$ cat config.mk
export PLATFORM = sky130hd
export DESIGN_NAME = mirt_transmitter
export DESIGN_NICKNAME = d
export VERILOG_FILES = /design/src/logic/mirt_fifo.v /design/src/logic/mirt_transmitter.v
export VERILOG_INCLUDE_DIRS = /design/src /design/src/logic
export SDC_FILE = /design/constraint.sdc
export NUM_CORES = 1
export LEC_CHECK = 0
export ABC_AREA = 1
export BUFFER_PORTS_ARGS = -buffer_cell sky130_fd_sc_hd__buf_2
export CAP_MARGIN = 30
export CORE_ASPECT_RATIO = 0.8
export CORE_MARGIN = 2
export CORE_UTILIZATION = 55
export DETAILED_ROUTE_END_ITERATION = 16
export PLACE_DENSITY_LB_ADDON = 0.3
export SLEW_MARGIN = 30
export SYNTH_ARGS = -nofsm -noshare
export SYNTH_HDL_FRONTEND = slang
export SYNTH_SLANG_ARGS = --single-unit
$ cat constraint.sdc
create_clock -name clk -period 5 [get_ports clk]
set_clock_uncertainty 0.15 [all_clocks]
set_input_delay 0.25 -clock clk [delete_from_list [all_inputs] [get_ports clk]]
set_output_delay 0.25 -clock clk [all_outputs]
set_load 0.01 [all_outputs]
$ cat src/logic/mirt_regs.vh
// Purpose: constants for the manchester ir transmitter
// Assumes: 200 MHz core clock, 16 MHz carrier timebase
// Notes: timebase derived from core clock by a fractional accumulator
`ifndef MIRT_REGS_VH
`define MIRT_REGS_VH
`define MIRT_CLK_HZ 200000000
`define MIRT_TIMER_HZ 16000000
`define MIRT_PERIOD_RESET 16'h01bc
`define MIRT_PULSE_RESET 16'h00de
`define MIRT_SLOT_CYCLES 6'h20
`define MIRT_FRAME_BITS 5'h0e
`define MIRT_START_BITS 2'h3
`define MIRT_FIFO_WIDTH 12
`define MIRT_FIFO_DEPTH 16
`define MIRT_FIFO_AW 4
`define MIRT_TOGGLE_POS 11
`define MIRT_ADDR_MSB 10
`define MIRT_ADDR_LSB 6
`define MIRT_DATA_MSB 5
`define MIRT_DATA_LSB 0
`endif

$ cat src/logic/mirt_fifo.v
// Purpose: frame word fifo with valid/ready on both sides
// Assumes: single clock, width and depth as parameters
// Notes: read data held in a register until popped
`timescale 1ns/1ps
module mirt_fifo #(
	parameter WIDTH = 12,
	parameter DEPTH = 16,
	parameter AW = 4
) (
	input wire clk,
	input wire reset_n,
	input wire [WIDTH-1:0] in_data,
	input wire in_valid,
	output wire in_ready,
	output reg [WIDTH-1:0] out_data,
	output reg out_valid,
	input wire out_ready
);
	localparam [AW:0] FULL_COUNT = DEPTH;
	reg [WIDTH-1:0] mem [0:DEPTH-1];
	reg [AW-1:0] wr_ptr_reg;
	reg [AW-1:0] rd_ptr_reg;
	reg [AW:0] count_reg;
	wire push;
	wire pop_mem;
	wire load;
	assign in_ready = (count_reg != FULL_COUNT);
	assign push = in_valid && in_ready;
	// output register refills whenever empty or being taken
	assign load = (count_reg != {(AW+1){1'b0}}) && (!out_valid || out_ready);
	assign pop_mem = load;
	always @(posedge clk)
	begin
		if (push)
			mem[wr_ptr_reg] <= in_data;
	end
	always @(posedge clk or negedge reset_n)
	begin
		if (!reset_n)
		begin
			wr_ptr_reg <= {AW{1'b0}};
			rd_ptr_reg <= {AW{1'b0}};
			count_reg <= {(AW+1){1'b0}};
			out_data <= {WIDTH{1'b0}};
			out_valid <= 1'b0;
		end
		else
		begin
			if (push)
				wr_ptr_reg <= wr_ptr_reg + {{(AW-1){1'b0}}, 1'b1};
			if (pop_mem)
				rd_ptr_reg <= rd_ptr_reg + {{(AW-1){1'b0}}, 1'b1};
			if (push && !pop_mem)
				count_reg <= count_reg + {{AW{1'b0}}, 1'b1};
			else if (!push && pop_mem)
				count_reg <= count_reg - {{AW{1'b0}}, 1'b1};
			if (load)
			begin
				out_data <= mem[rd_ptr_reg];
				out_valid <= 1'b1;
			end
			else if (out_ready)
				out_valid <= 1'b0;
		end
	end
endmodule

$ cat src/logic/mirt_transmitter.v
// Purpose: manchester coded ir frame generator with pwm carrier
// Assumes: 200 MHz clk, frame words queued through a 16 word fifo
// Notes: carrier timer advances on a 16 MHz enable from an accumulator
`timescale 1ns/1ps
`include "mirt_regs.vh"
// Overview of operation
// - carrier timer steps once per 16 MHz timebase tick, divide by one
// - counter wraps to zero after reaching period limit
// - carrier high while counter below pulse width value
// - pulse width may be lowered to about quarter period
// - period wrap flag pulses on every counter rollover
// - pulse end flag pulses when counter equals pulse width
// - period limit is sixteen bits, timer on its own prescaled tick
// - each half bit slot lasts exactly 32 carrier cycles
// - zero is carrier then silence, one is silence then carrier
// - frame holds exactly fourteen bits sent back to back
// - frame begins with two start bits, both one
// - toggle bit sent as supplied on frame_toggle, no key state kept here
// - five bit address follows the toggle bit
// - six bit command data follows address, ending frame
// - counter runs through frame, output gated per slot
// - carrier within about one percent, period and width trimmable
// - enabled output high in carrier high time, low otherwise
// - output enable changes only on half bit boundaries
module mirt_transmitter (
	input wire clk,
	input wire reset_n,
	input wire [15:0] period_limit_value,
	input wire [15:0] pulse_width_value,
	input wire frame_toggle,
	input wire [4:0] frame_address,
	input wire [5:0] frame_command,
	input wire frame_valid,
	output reg frame_ready,
	output reg ir_drive_output,
	output reg period_wrap_flag,
	output reg pulse_end_flag,
	output reg busy
);
	localparam ST_IDLE = 2'd0;
	localparam ST_SYNC = 2'd1;
	localparam ST_SEND = 2'd2;
	localparam [31:0] ACC_STEP = `MIRT_TIMER_HZ;
	localparam [31:0] ACC_MOD = `MIRT_CLK_HZ;

	reg [31:0] acc_reg;
	reg tick_reg;
	reg [15:0] count_reg;
	reg [1:0] state_reg;
	reg [13:0] shift_reg;
	reg [4:0] bits_left_reg;
	reg half_reg;
	reg [5:0] slot_cnt_reg;
	reg gate_reg;
	wire fifo_in_ready;
	wire [11:0] fifo_data;
	wire fifo_valid;
	wire fifo_take;
	wire wrap;
	wire slot_end;
	wire carrier;

	// manchester symbol level for one half of a bit
	function manch_level;
		input bit_value;
		input second_half;
		begin
			manch_level = bit_value ^ ~second_half;
		end
	endfunction

	mirt_fifo #(
		.WIDTH(`MIRT_FIFO_WIDTH),
		.DEPTH(`MIRT_FIFO_DEPTH),
		.AW(`MIRT_FIFO_AW)
	) u_fifo (
		.clk(clk),
		.reset_n(reset_n),
		.in_data({frame_toggle, frame_address, frame_command}),
		.in_valid(frame_valid),
		.in_ready(fifo_in_ready),
		.out_data(fifo_data),
		.out_valid(fifo_valid),
		.out_ready(fifo_take)
	);

	assign wrap = tick_reg && (count_reg >= period_limit_value);
	// slot closes on the 32nd rollover
	assign slot_end = wrap && (slot_cnt_reg == `MIRT_SLOT_CYCLES - 6'h01);
	// high time equals the compare value
	// lower width shortens duty, no floor enforced
	// limit and width are live trim inputs
	assign carrier = (count_reg < pulse_width_value);
	assign fifo_take = (state_reg == ST_IDLE) && fifo_valid;

	// fractional divider: 200 MHz to 16 MHz averages exactly, jitter one clk
	// timebase enable, divide by one
	always @(posedge clk or negedge reset_n)
	begin
		if (!reset_n)
		begin
			acc_reg <= 32'h00000000;
			tick_reg <= 1'b0;
		end
		else if (acc_reg + ACC_STEP >= ACC_MOD)
		begin
			acc_reg <= acc_reg + ACC_STEP - ACC_MOD;
			tick_reg <= 1'b1;
		end
		else
		begin
			acc_reg <= acc_reg + ACC_STEP;
			tick_reg <= 1'b0;
		end
	end

	// sixteen bit free running carrier timer
	// timer never stops during a frame
	always @(posedge clk or negedge reset_n)
	begin
		if (!reset_n)
			count_reg <= 16'h0000;
		else if (wrap)
			count_reg <= 16'h0000;
		else if (tick_reg)
			count_reg <= count_reg + 16'h0001;
	end

	// wrap flag, one pulse per carrier cycle
	always @(posedge clk or negedge reset_n)
	begin
		if (!reset_n)
		begin
			period_wrap_flag <= 1'b0;
			pulse_end_flag <= 1'b0;
		end
		else
		begin
			period_wrap_flag <= wrap;
			// flag on the tick that reaches the compare value, same edge the high time ends
			pulse_end_flag <= tick_reg && !wrap && (count_reg + 16'h0001 == pulse_width_value);
		end
	end

	always @(posedge clk or negedge reset_n)
	begin
		if (!reset_n)
		begin
			state_reg <= ST_IDLE;
			shift_reg <= 14'h0000;
			bits_left_reg <= 5'h00;
			half_reg <= 1'b0;
			slot_cnt_reg <= 6'h00;
			gate_reg <= 1'b0;
			busy <= 1'b0;
			frame_ready <= 1'b0;
		end
		else
		begin
			frame_ready <= fifo_in_ready;
			case (state_reg)
			ST_IDLE:
			begin
				gate_reg <= 1'b0;
				if (fifo_take)
				begin
					// two start ones ahead of the toggle bit
					// toggle taken as supplied by the key logic
					shift_reg <= {`MIRT_START_BITS, fifo_data};
					bits_left_reg <= `MIRT_FRAME_BITS;
					busy <= 1'b1;
					state_reg <= ST_SYNC;
				end
			end
			ST_SYNC:
			begin
				// align first slot to a carrier rollover
				if (wrap)
				begin
					half_reg <= 1'b0;
					slot_cnt_reg <= 6'h00;
					gate_reg <= manch_level(shift_reg[13], 1'b0);
					state_reg <= ST_SEND;
				end
			end
			ST_SEND:
			begin
				if (wrap)
					slot_cnt_reg <= slot_cnt_reg + 6'h01;
				// gate moves only at slot ends
				if (slot_end)
				begin
					slot_cnt_reg <= 6'h00;
					if (!half_reg)
					begin
						half_reg <= 1'b1;
						gate_reg <= manch_level(shift_reg[13], 1'b1);
					end
					else if (bits_left_reg == 5'h01)
					begin
						gate_reg <= 1'b0;
						busy <= 1'b0;
						state_reg <= ST_IDLE;
					end
					else
					begin
						half_reg <= 1'b0;
						shift_reg <= {shift_reg[12:0], 1'b0};
						bits_left_reg <= bits_left_reg - 5'h01;
						gate_reg <= manch_level(shift_reg[12], 1'b0);
					end
				end
			end
			default:
				state_reg <= ST_IDLE;
			endcase
		end
	end

	// carrier shape on the drive pin when gated on
	// pin low whenever gate is off
	always @(posedge clk or negedge reset_n)
	begin
		if (!reset_n)
			ir_drive_output <= 1'b0;
		else
			ir_drive_output <= gate_reg && carrier;
	end
endmodule

==> results.yml, run 1 <==
setup_path:
  path_cells: "nand2_1 > nor2_1 > nand2_1 > nor2_1 > nand3_1 > nor2_1 > nand2_1 > nor2_1 > xor2_1 > inv_1 > nand2_1 > nand3_1 > dlygate4sd3_1 > nor2_1 > dlygate4sd3_1"
  end_kind: "flop"
  worst_path_max_delay_cell: "dlygate4sd3_1"
  cp.required_ns: 5.33
  cpMostUsedCell: "nor2_1"
  critical_path.startpoint_type: "flop"
  critPathMaxFanout: 8
  r2r_slack_ns: 1.56
  rr_worst_depth: 15
  cp.arrival_ns: 3.77
  worstSetupPathType: "flop to flop"
  timing.rr.start: "count_reg[2]"
  r2r-end: "pulse_end_flag"
  critPathMaxStageDelay_ns: 0.56
placement:
  io_buffers: 51
  place_congestion: 0.8646
  dp_hpwl_mm: 20.55
final_layout:
  largest_reg_flops: 192
  drive_above_1_share: 0.1051
  final_nets: 1657
  final_common_cell: "nand2_1"
  final_cell_mix: "nand2_1, nor2_1, edfxtp_1"
  syn2layout_area_growth_pct: 12.54
logic_synthesis:
  netlist_area_mm2: 0.01437
  ys_top_cells_by_area: "edfxtp_1, dfrtp_1, nand2_1, nor2_1, ha_1"
  synth-edff-count: 192
  yosys_warnings: 0
  ys_types: 43
  synth.avg_cell_area_um2: 9.673
  ys_seq_elements: 292
  synth_fp_nets: 1586
  synth_top_cell_area_share: 0.4014
  ys_seq_area_frac: 0.5756
  async_reset_ff_frac: 0.3425
  ys.flop_type: "edfxtp_1"
  synth_cells: 1485
  yosysTopAreaCell: "edfxtp_1"
sta:
  slew_headroom: 0.3332
  finalMaxSlewViolations: 0
  rsz0062_at_grt: "no"
  clock.fmax_mhz: 290.9
  fin_hold_ws_ns: 0.06796
  finalHoldViolCount: 0
  setup_tns_ns: 0
  period_share: 0.6875
  min_period_ns: 3.438
  final-setup-viol-count: 0
  tightestPinTransition_ns: 1.000
pwr:
  powerDensity_mw_per_mm2: 474.9
  ir_worst_vdd_uv: 341.2
  leakage_nw: 6.779
clocking:
  htree_levels: 1
  path_clk_slew_ns: 0.07
  clock-root-buffer: "clkbuf_16"
  cts_made_buffers: 29
  cts_tree: "yes"
  clk_latency_ns: 0.55
  ctsLongestPathBuffers: 3
  clock-sinks: 292
drt:
  drcViolationCount: 0
  wl_per_cell_um: 16.73
  drt_wl_total_mm: 32.31
  vias: 10830
  viasPerCell: 5.606
  drt_iter0_markers: 984
  antenna_left: 0
  dr.pass1.iters: 5
grt:
  grt_pass1_wl_mm: 52.39
  track_usage: 0.2413
  overflow: 0
  antenna_found_initial: 3
  grt_pass1_vias: 10240
  grt_max_degree: 99
floorplanning:
  start_util: 0.5632
  coreArea_mm2: 0.02550
  die_w_um: 184.7
  fp.dieH_um: 148.6
  io_pins: 52
  rows: 52
  dieArea_mm2: 0.02744
min_path:
  min_path_cells: 5
  hp-class: "input port to flop"
  hold_end: "ir_drive_output"
  worstHoldStart: "pulse_width_value[15]"
flow_run:
  maxCapViolCount: 0
status:
  status: "complete, no violations"
-- how the worst max path moves through the flow --
stage,from,endpoint,depth (start not counted)
floorplan,u_fifo.count_reg[0],u_fifo.count_reg[4],13
CTS,count_reg[2],pulse_end_flag,15
detailed placement,count_reg[0],shift_reg[11],15
finish,count_reg[2],pulse_end_flag,15
global route,count_reg[2],pulse_end_flag,15
global placement,count_reg[0],shift_reg[2],14
-- cell usage after synthesis (2+ instances only) --
cell type    n
nor2_2       7
nand2_2     10
xnor2_1      4
mux2i_1     11
o21ai_2      6
nand3_2      2
nor2_1     211
dfrtp_1    100
o21ai_0    128
nor3_1      10
ha_1        53
clkbuf_1    45
inv_1      128
a21boi_2     2
nand2_1    289
nand4_1     19
o21ai_1      6
nand3b_1     4
a21o_1       2
buf_1        2
edfxtp_1   192
a21oi_1     29
or2_2        5
o221ai_1    33
o211ai_1    17
xor2_1      31
a31oi_1     13
buf_6        3
nand3_1     68
inv_2       10
clkinv_1     4
nor4_1       2
o22ai_1     29
-- metal layers --
metal	vias to the layer above	global-route usage	wire [um]
met3	64	0.03722	2025
met2	352	0.3850	14930
met5	-	0	28
met1	5131	0.3474	14450
li1	5275	-	-
met4	4	0.06746	882
-- cells by family after synthesis --
logic type,synth area share
AO/OA/AOI/OAI,0.1132
XOR/XNOR,0.02134
adder cells (fa/ha/maj),0.04756
buffers and inverters,0.05209
flip-flops,0.5756
multiplexers,0.007665
AND/OR/NAND/NOR,0.1826
-- cell type report --
cell class / count / area (um2)
clock inverter: 20 / 209.0
multi-input combinational: 1000 / 5349
sequential: 292 / 8269
fill: 2093 / 9338
inverter: 142 / 533.0
antenna: 1 / 2.502
clock buffer: 34 / 764.5
timing repair buffer: 91 / 600.6
tap: 351 / 439.2
-- critical path: cells and delay by family (launching register included) --
| family | cells | cell delay (ns) |
|---|---|---|
| AND/OR/NAND/NOR | 11 | 1.28 |
| flip-flops | 1 | 0.49 |
| buffers and inverters | 3 | 1.19 |
| XOR/XNOR | 1 | 0.26 |
-- metrics by stage --
| stage | cells | power (mW) | setup slack (ns) | cell area (um2) | utilization |
|---|---|---|---|---|---|
| 2_1_floorplan | 1485 | 4.798 | 2.410 | 14370 | - |
| 3_3_place_gp | 1859 | 5.407 | 2.131 | 15020 | 0.5889 |
| 3_5_place_dp | 1859 | 5.492 | 2.035 | 15020 | 0.5889 |
| 4_1_cts | 1930 | 7.718 | 1.624 | 16160 | 0.6338 |
| 5_1_grt | 1931 | 8.146 | 1.258 | 16170 | 0.6339 |
| 6_report | 1931 | 7.678 | 1.562 | 16170 | 0.6339 |
-- timing repair --
action                                 CTS  global route
endpoints found under the hold margin  246             0
resized for setup                        0             0
hold buffers                            17             0
buffers inserted                         0             0
-- report_power, final --
group	internal (mW)	switching (mW)	leakage [nW]	total (mW)
logic	0.745	1.53	3.36	2.27
registers	2.96	0.241	2.94	3.20
clock network	1.30	0.905	0.474	2.20
Power figures use the tool's default switching activity.
==> run 2, diff against run 1 <==
==> constraint.sdc (replaced) <==
create_clock -name clk -period 3 [get_ports clk]
set_clock_uncertainty 0.15 [all_clocks]
set_input_delay 0.15 -clock clk [delete_from_list [all_inputs] [get_ports clk]]
set_output_delay 0.15 -clock clk [all_outputs]
set_load 0.01 [all_outputs]
==> results.yml, run 2 (synthesis gave the netlist of run 1 again) <==
final_layout:
  fin_util: 0.6380
  final_common_cell: "nand2_1"
  final_nets: 1674
  drive_above_1_share: 0.1147
  fin_cells: 1947
  fillers: 2029
  syn2layout_area_growth_pct: 13.28
  final_cell_mix: "nand2_1, nor2_1, edfxtp_1"
  largest_reg_flops: 192
pwr:
  ir_worst_vdd_uv: 606.5
  leakage_nw: 6.828
  powerDensity_mw_per_mm2: 781.0
  fin_total_pwr_mw: 12.71
setup_path:
  r2r_slack_ns: 0.09
  critPathMaxStageDelay_ns: 0.58
  critPathLaunch: "count_reg[1]"
  worst_path_max_delay_cell: "dlygate4sd3_1"
  end_kind: "flop"
  critical_path.startpoint_type: "flop"
  critPathMaxFanout: 6
  cp.arrival_ns: 3.23
  timing.rr.start: "count_reg[1]"
  worstSetupPathType: "flop to flop"
  cp.required_ns: 3.32
  path_cells: "buf_4 > nand2_1 > nor2_1 > nand2_1 > nor2_2 > nand3_1 > nor2_1 > nand2_1 > nor2_1 > xor2_1 > inv_1 > nand2_1 > nand3_1 > dlygate4sd3_1 > nor2_1"
grt:
  grt_pass1_vias: 10530
  grt_max_degree: 99
  grt_pass1_wl_mm: 52.48
  track_usage: 0.2418
  antenna_found_initial: 1
  overflow: 0
clocking:
  cts_made_buffers: 28
  clock-sinks: 292
  clock-root-buffer: "clkbuf_16"
  cts_tree: "yes"
  path_clk_slew_ns: 0.06
  htree_levels: 1
  ctsLongestPathBuffers: 3
  clk_latency_ns: 0.56
sta:
  slew_headroom: 0.5149
  rsz0062_at_grt: "yes"
  final-setup-viol-count: 0
  min_period_ns: 2.913
  finalMaxSlewViolations: 0
  tightestPinTransition_ns: 0.7276
  period_share: 0.9711
  finalHoldViolCount: 0
  clock.fmax_mhz: 343.2
placement:
  dp_hpwl_mm: 21.20
  io_buffers: 51
  placed_cells: 1871
  place_congestion: 0.8756
flow_run:
  maxCapViolCount: 0
drt:
  viasPerCell: 5.577
  drcViolationCount: 0
  vias: 10860
  dr.pass1.iters: 6
  wl_per_cell_um: 16.81
  antenna_left: 0
  drt_iter0_markers: 1016
  drt_wl_total_mm: 32.73
status:
  status: "complete, no violations"
floorplanning:
  dieArea_mm2: 0.02744
  io_pins: 52
  fp.dieH_um: 148.6
  rows: 52
  coreArea_mm2: 0.02550
  start_util: 0.5632
  die_w_um: 184.7
min_path:
  hp-class: "input port to flop"
  worstHoldStart: "pulse_width_value[15]"
-- run 2: cell count changes in the layout (fill, tap and decap cells not counted), moves of 3 or more --
cell	delta
buf_12	+3
buf_4	+14
clkinv_1	+3
nor2_1	-4
nor2_2	+4
-- run 2: worst paths after layout --
check                      cells after the start                  end
min reg2reg                                    2         shift_reg[8]
min in group asynchronous                      2  u_fifo.count_reg[0]
max in group asynchronous                      3          acc_reg[31]
max                                           15       pulse_end_flag
min                                            5      ir_drive_output
max reg2reg                                   15       pulse_end_flag
-- run 2: final cells by class --
class | count | area, um2 | area share
Clock inverter | 18 | 147.6 | 0.009073
Timing Repair Buffer | 109 | 775.7 | 0.04767
Antenna cell | 1 | 2.502 | 0.0001538
Inverter | 142 | 533.0 | 0.03275
Sequential cell | 292 | 8272 | 0.5083
Multi-Input combinational cell | 1000 | 5370 | 0.3300
Clock buffer | 34 | 733.2 | 0.04506
Tap cell | 351 | 439.2 | 0.02699
-- run 2: per-layer routing --
layer | wire, um | vias to the layer above | global-route usage
met3 | 2372 | 69 | 0.03697
met4 | 800 | 0 | 0.07262
met5 | 0 | - | 0
met2 | 14900 | 390 | 0.3880
met1 | 14660 | 5118 | 0.3445
li1 | - | 5281 | -
-- run 2: timing repair --
item,4_1_cts,5_1_grt
resized for setup,0,9
endpoints found under the hold margin,246,0
hold buffers,18,0
setup buffers,0,5
setup endpoints to repair,0,33
-- run 2: power by group --
part	internal (mW)	leakage, nW	total [mW]	switching (mW)
Sequential	4.93	2.94	5.28	0.344
Clock	1.91	0.432	3.41	1.50
Combinational	1.34	3.46	4.02	2.68
Total	8.19	6.83	12.7	4.52
-- run 2: per-stage QoR --
step | worst slack [ns] | hold slack (ns) | TNS, ns | cell area (um2)
after floorplan | 0.4098 | -0.2956 | 0 | 14370
after global placement | 0.3360 | 0.1059 | 0 | 15150
after detailed placement | 0.1918 | 0.1092 | 0 | 15150
after CTS | 0.09869 | 0.01045 | 0 | 16210
after global routing | -0.07613 | 0.03839 | -0.07613 | 16270
final | 0.08662 | 0.009692 | 0 | 16270
-- run 2: worst max-delay path, delay by kind of cell (launching register included) --
kind / cells / cell delay (ns)
flip-flops: 1 / 0.38
XOR/XNOR: 1 / 0.26
AND/OR/NAND/NOR: 11 / 1.23
buffers and inverters: 3 / 0.81
==> run 3, diff against run 2 <==
==> constraint.sdc (replaced) <==
create_clock -name clk -period 3.8 [get_ports clk]
set_clock_uncertainty 0.15 [all_clocks]
set_input_delay 0.19 -clock clk [delete_from_list [all_inputs] [get_ports clk]]
set_output_delay 0.19 -clock clk [all_outputs]
set_load 0.01 [all_outputs]
==> results.yml, run 3 (synthesis gave the netlist of run 1 again) <==
status:
  status: "complete, no violations"
drt:
  drt_wl_total_mm: 32.58
  vias: 10870
  viasPerCell: 5.608
  wl_per_cell_um: 16.81
  dr.pass1.iters: 7
  drt_iter0_markers: 1129
  antenna_left: 0
  drcViolationCount: 0
placement:
  placed_cells: 1863
  place_congestion: 0.8520
  post-place-ws_ns: 0.8542
  io_buffers: 51
  dp_hpwl_mm: 20.79
clocking:
  path_clk_slew_ns: 0.07
  clock-sinks: 292
  htree_levels: 1
  cts_tree: "yes"
  cts_resized: 0
  clk_latency_ns: 0.56
  clock-root-buffer: "clkbuf_16"
  cts_made_buffers: 30
  ctsLongestPathBuffers: 3
min_path:
  min_path_cells: 6
  hp-class: "input port to flop"
  hold_end: "ir_drive_output"
  worstHoldStart: "pulse_width_value[14]"
grt:
  grt_max_degree: 70
  track_usage: 0.2420
  overflow: 0
  antenna_found_initial: 1
  grt_pass1_wl_mm: 52.58
  grt_pass1_vias: 10350
floorplanning:
  dieArea_mm2: 0.02744
  io_pins: 52
  rows: 52
  start_util: 0.5632
  die_w_um: 184.7
  fp.dieH_um: 148.6
  coreArea_mm2: 0.02550
sta:
  tightestPinTransition_ns: 0.7216
  fin_ws_ns: 0.3292
  finalHoldViolCount: 0
  final-setup-viol-count: 0
  finalMaxSlewViolations: 0
  min_period_ns: 3.471
  period_share: 0.9134
  slew_headroom: 0.5189
  rsz0062_at_grt: "no"
  clock.fmax_mhz: 288.1
  setup_tns_ns: 0
pwr:
  swShare: 0.3478
  intPower_mw: 6.697
  ir_worst_vdd_uv: 469.4
  p_sw_mw: 3.571
  power.share.clock: 0.292
  p_seq_frac: 0.413
  leakage_nw: 6.821
  pwr-share-comb: 0.296
  powerDensity_mw_per_mm2: 631.7
  fin_total_pwr_mw: 10.27
setup_path:
  critPathMaxFanout: 7
  worstSetupPathType: "flop to flop"
  r2r_slack_ns: 0.33
  critical_path.startpoint_type: "flop"
  rr_worst_depth: 13
  end_kind: "flop"
  r2r-end: "pulse_end_flag"
  cp.arrival_ns: 3.81
  cp.required_ns: 4.14
  timing.rr.start: "count_reg[1]"
final_layout:
  fillers: 2032
  fin_util: 0.6373
  syn2layout_area_growth_pct: 13.15
  final_common_cell: "nand2_1"
  final_nets: 1663
  largest_reg_flops: 192
  drive_above_1_share: 0.1072
  final_cell_mix: "nand2_1, nor2_1, edfxtp_1"
  fin_cells: 1938
flow_run:
  maxCapViolCount: 0
[run 3: routing by layer]
metal  routed length [um]  track usage  vias up
li1                     -            -     5266
met1                14560       0.3450     5162
met2                15270       0.3976      396
met3                 2191      0.03330       44
met4                  550      0.05873        0
met5                    0            0        -
[run 3: how the worst max path moves through the flow]
stage          depth (start not counted)                 from             endpoint  slack [ns]
6_report                              13         count_reg[1]       pulse_end_flag        0.33
5_1_grt                               13         count_reg[1]       pulse_end_flag        0.03
4_1_cts                               15         count_reg[2]       pulse_end_flag        0.36
3_5_place_dp                          15         count_reg[0]         shift_reg[7]        0.85
3_3_place_gp                          15         count_reg[0]         shift_reg[4]        0.96
2_1_floorplan                         13  u_fifo.count_reg[0]  u_fifo.count_reg[4]        1.21
[run 3: final cells by class]
type                    count  area, um2  area share
well taps                 351      439.2     0.02702
inverters                 142      533.0     0.03279
flip-flops and latches    292       8269      0.5087
clock inverters            16      220.2     0.01355
repair buffers             96      653.1     0.04018
clock buffers              40      788.3     0.04850
diodes                      1      2.502   0.0001540
multi-input cells        1000       5349      0.3291
[run 3: stage by stage]
stage / area, um2 / hold slack, ns
5_1_grt: 16250 / 0.02650
3_3_place_gp: 15060 / 0.1451
3_5_place_dp: 15060 / 0.1405
6_report: 16250 / 0.01741
2_1_floorplan: 14370 / -0.2556
4_1_cts: 16250 / 0.007290
[run 3: worst max-delay path, cell delays in order (launching register included)]
cell and delay, ns:
dfrtp_1 0.48, ha_1 0.27, nand2_1 0.10, nor2_1 0.19, nand4_1 0.15, nor2_1 0.15, nand3_1 0.10, xor2_1 0.18
xor2_1 0.15, nor2_1 0.14, nand3_1 0.09, dlygate4sd3_1 0.57, nor2_1 0.12, dlygate4sd3_1 0.57
[run 3: repair_timing]
item	4_1_cts	5_1_grt
setup endpoints to repair	0	0
hold buffers	18	0
buffers inserted	0	0
hold endpoints to repair	248	0
[run 3: power by group through the flow]
stage	logic, mW	registers [mW]	clock network [mW]
after CTS	3.03	4.23	3.04
after global routing	3.36	4.28	3.17
final	3.04	4.24	2.99
after floorplan	2.19	4.13	0
after detailed placement	2.98	4.28	0
after global placement	2.87	4.27	0
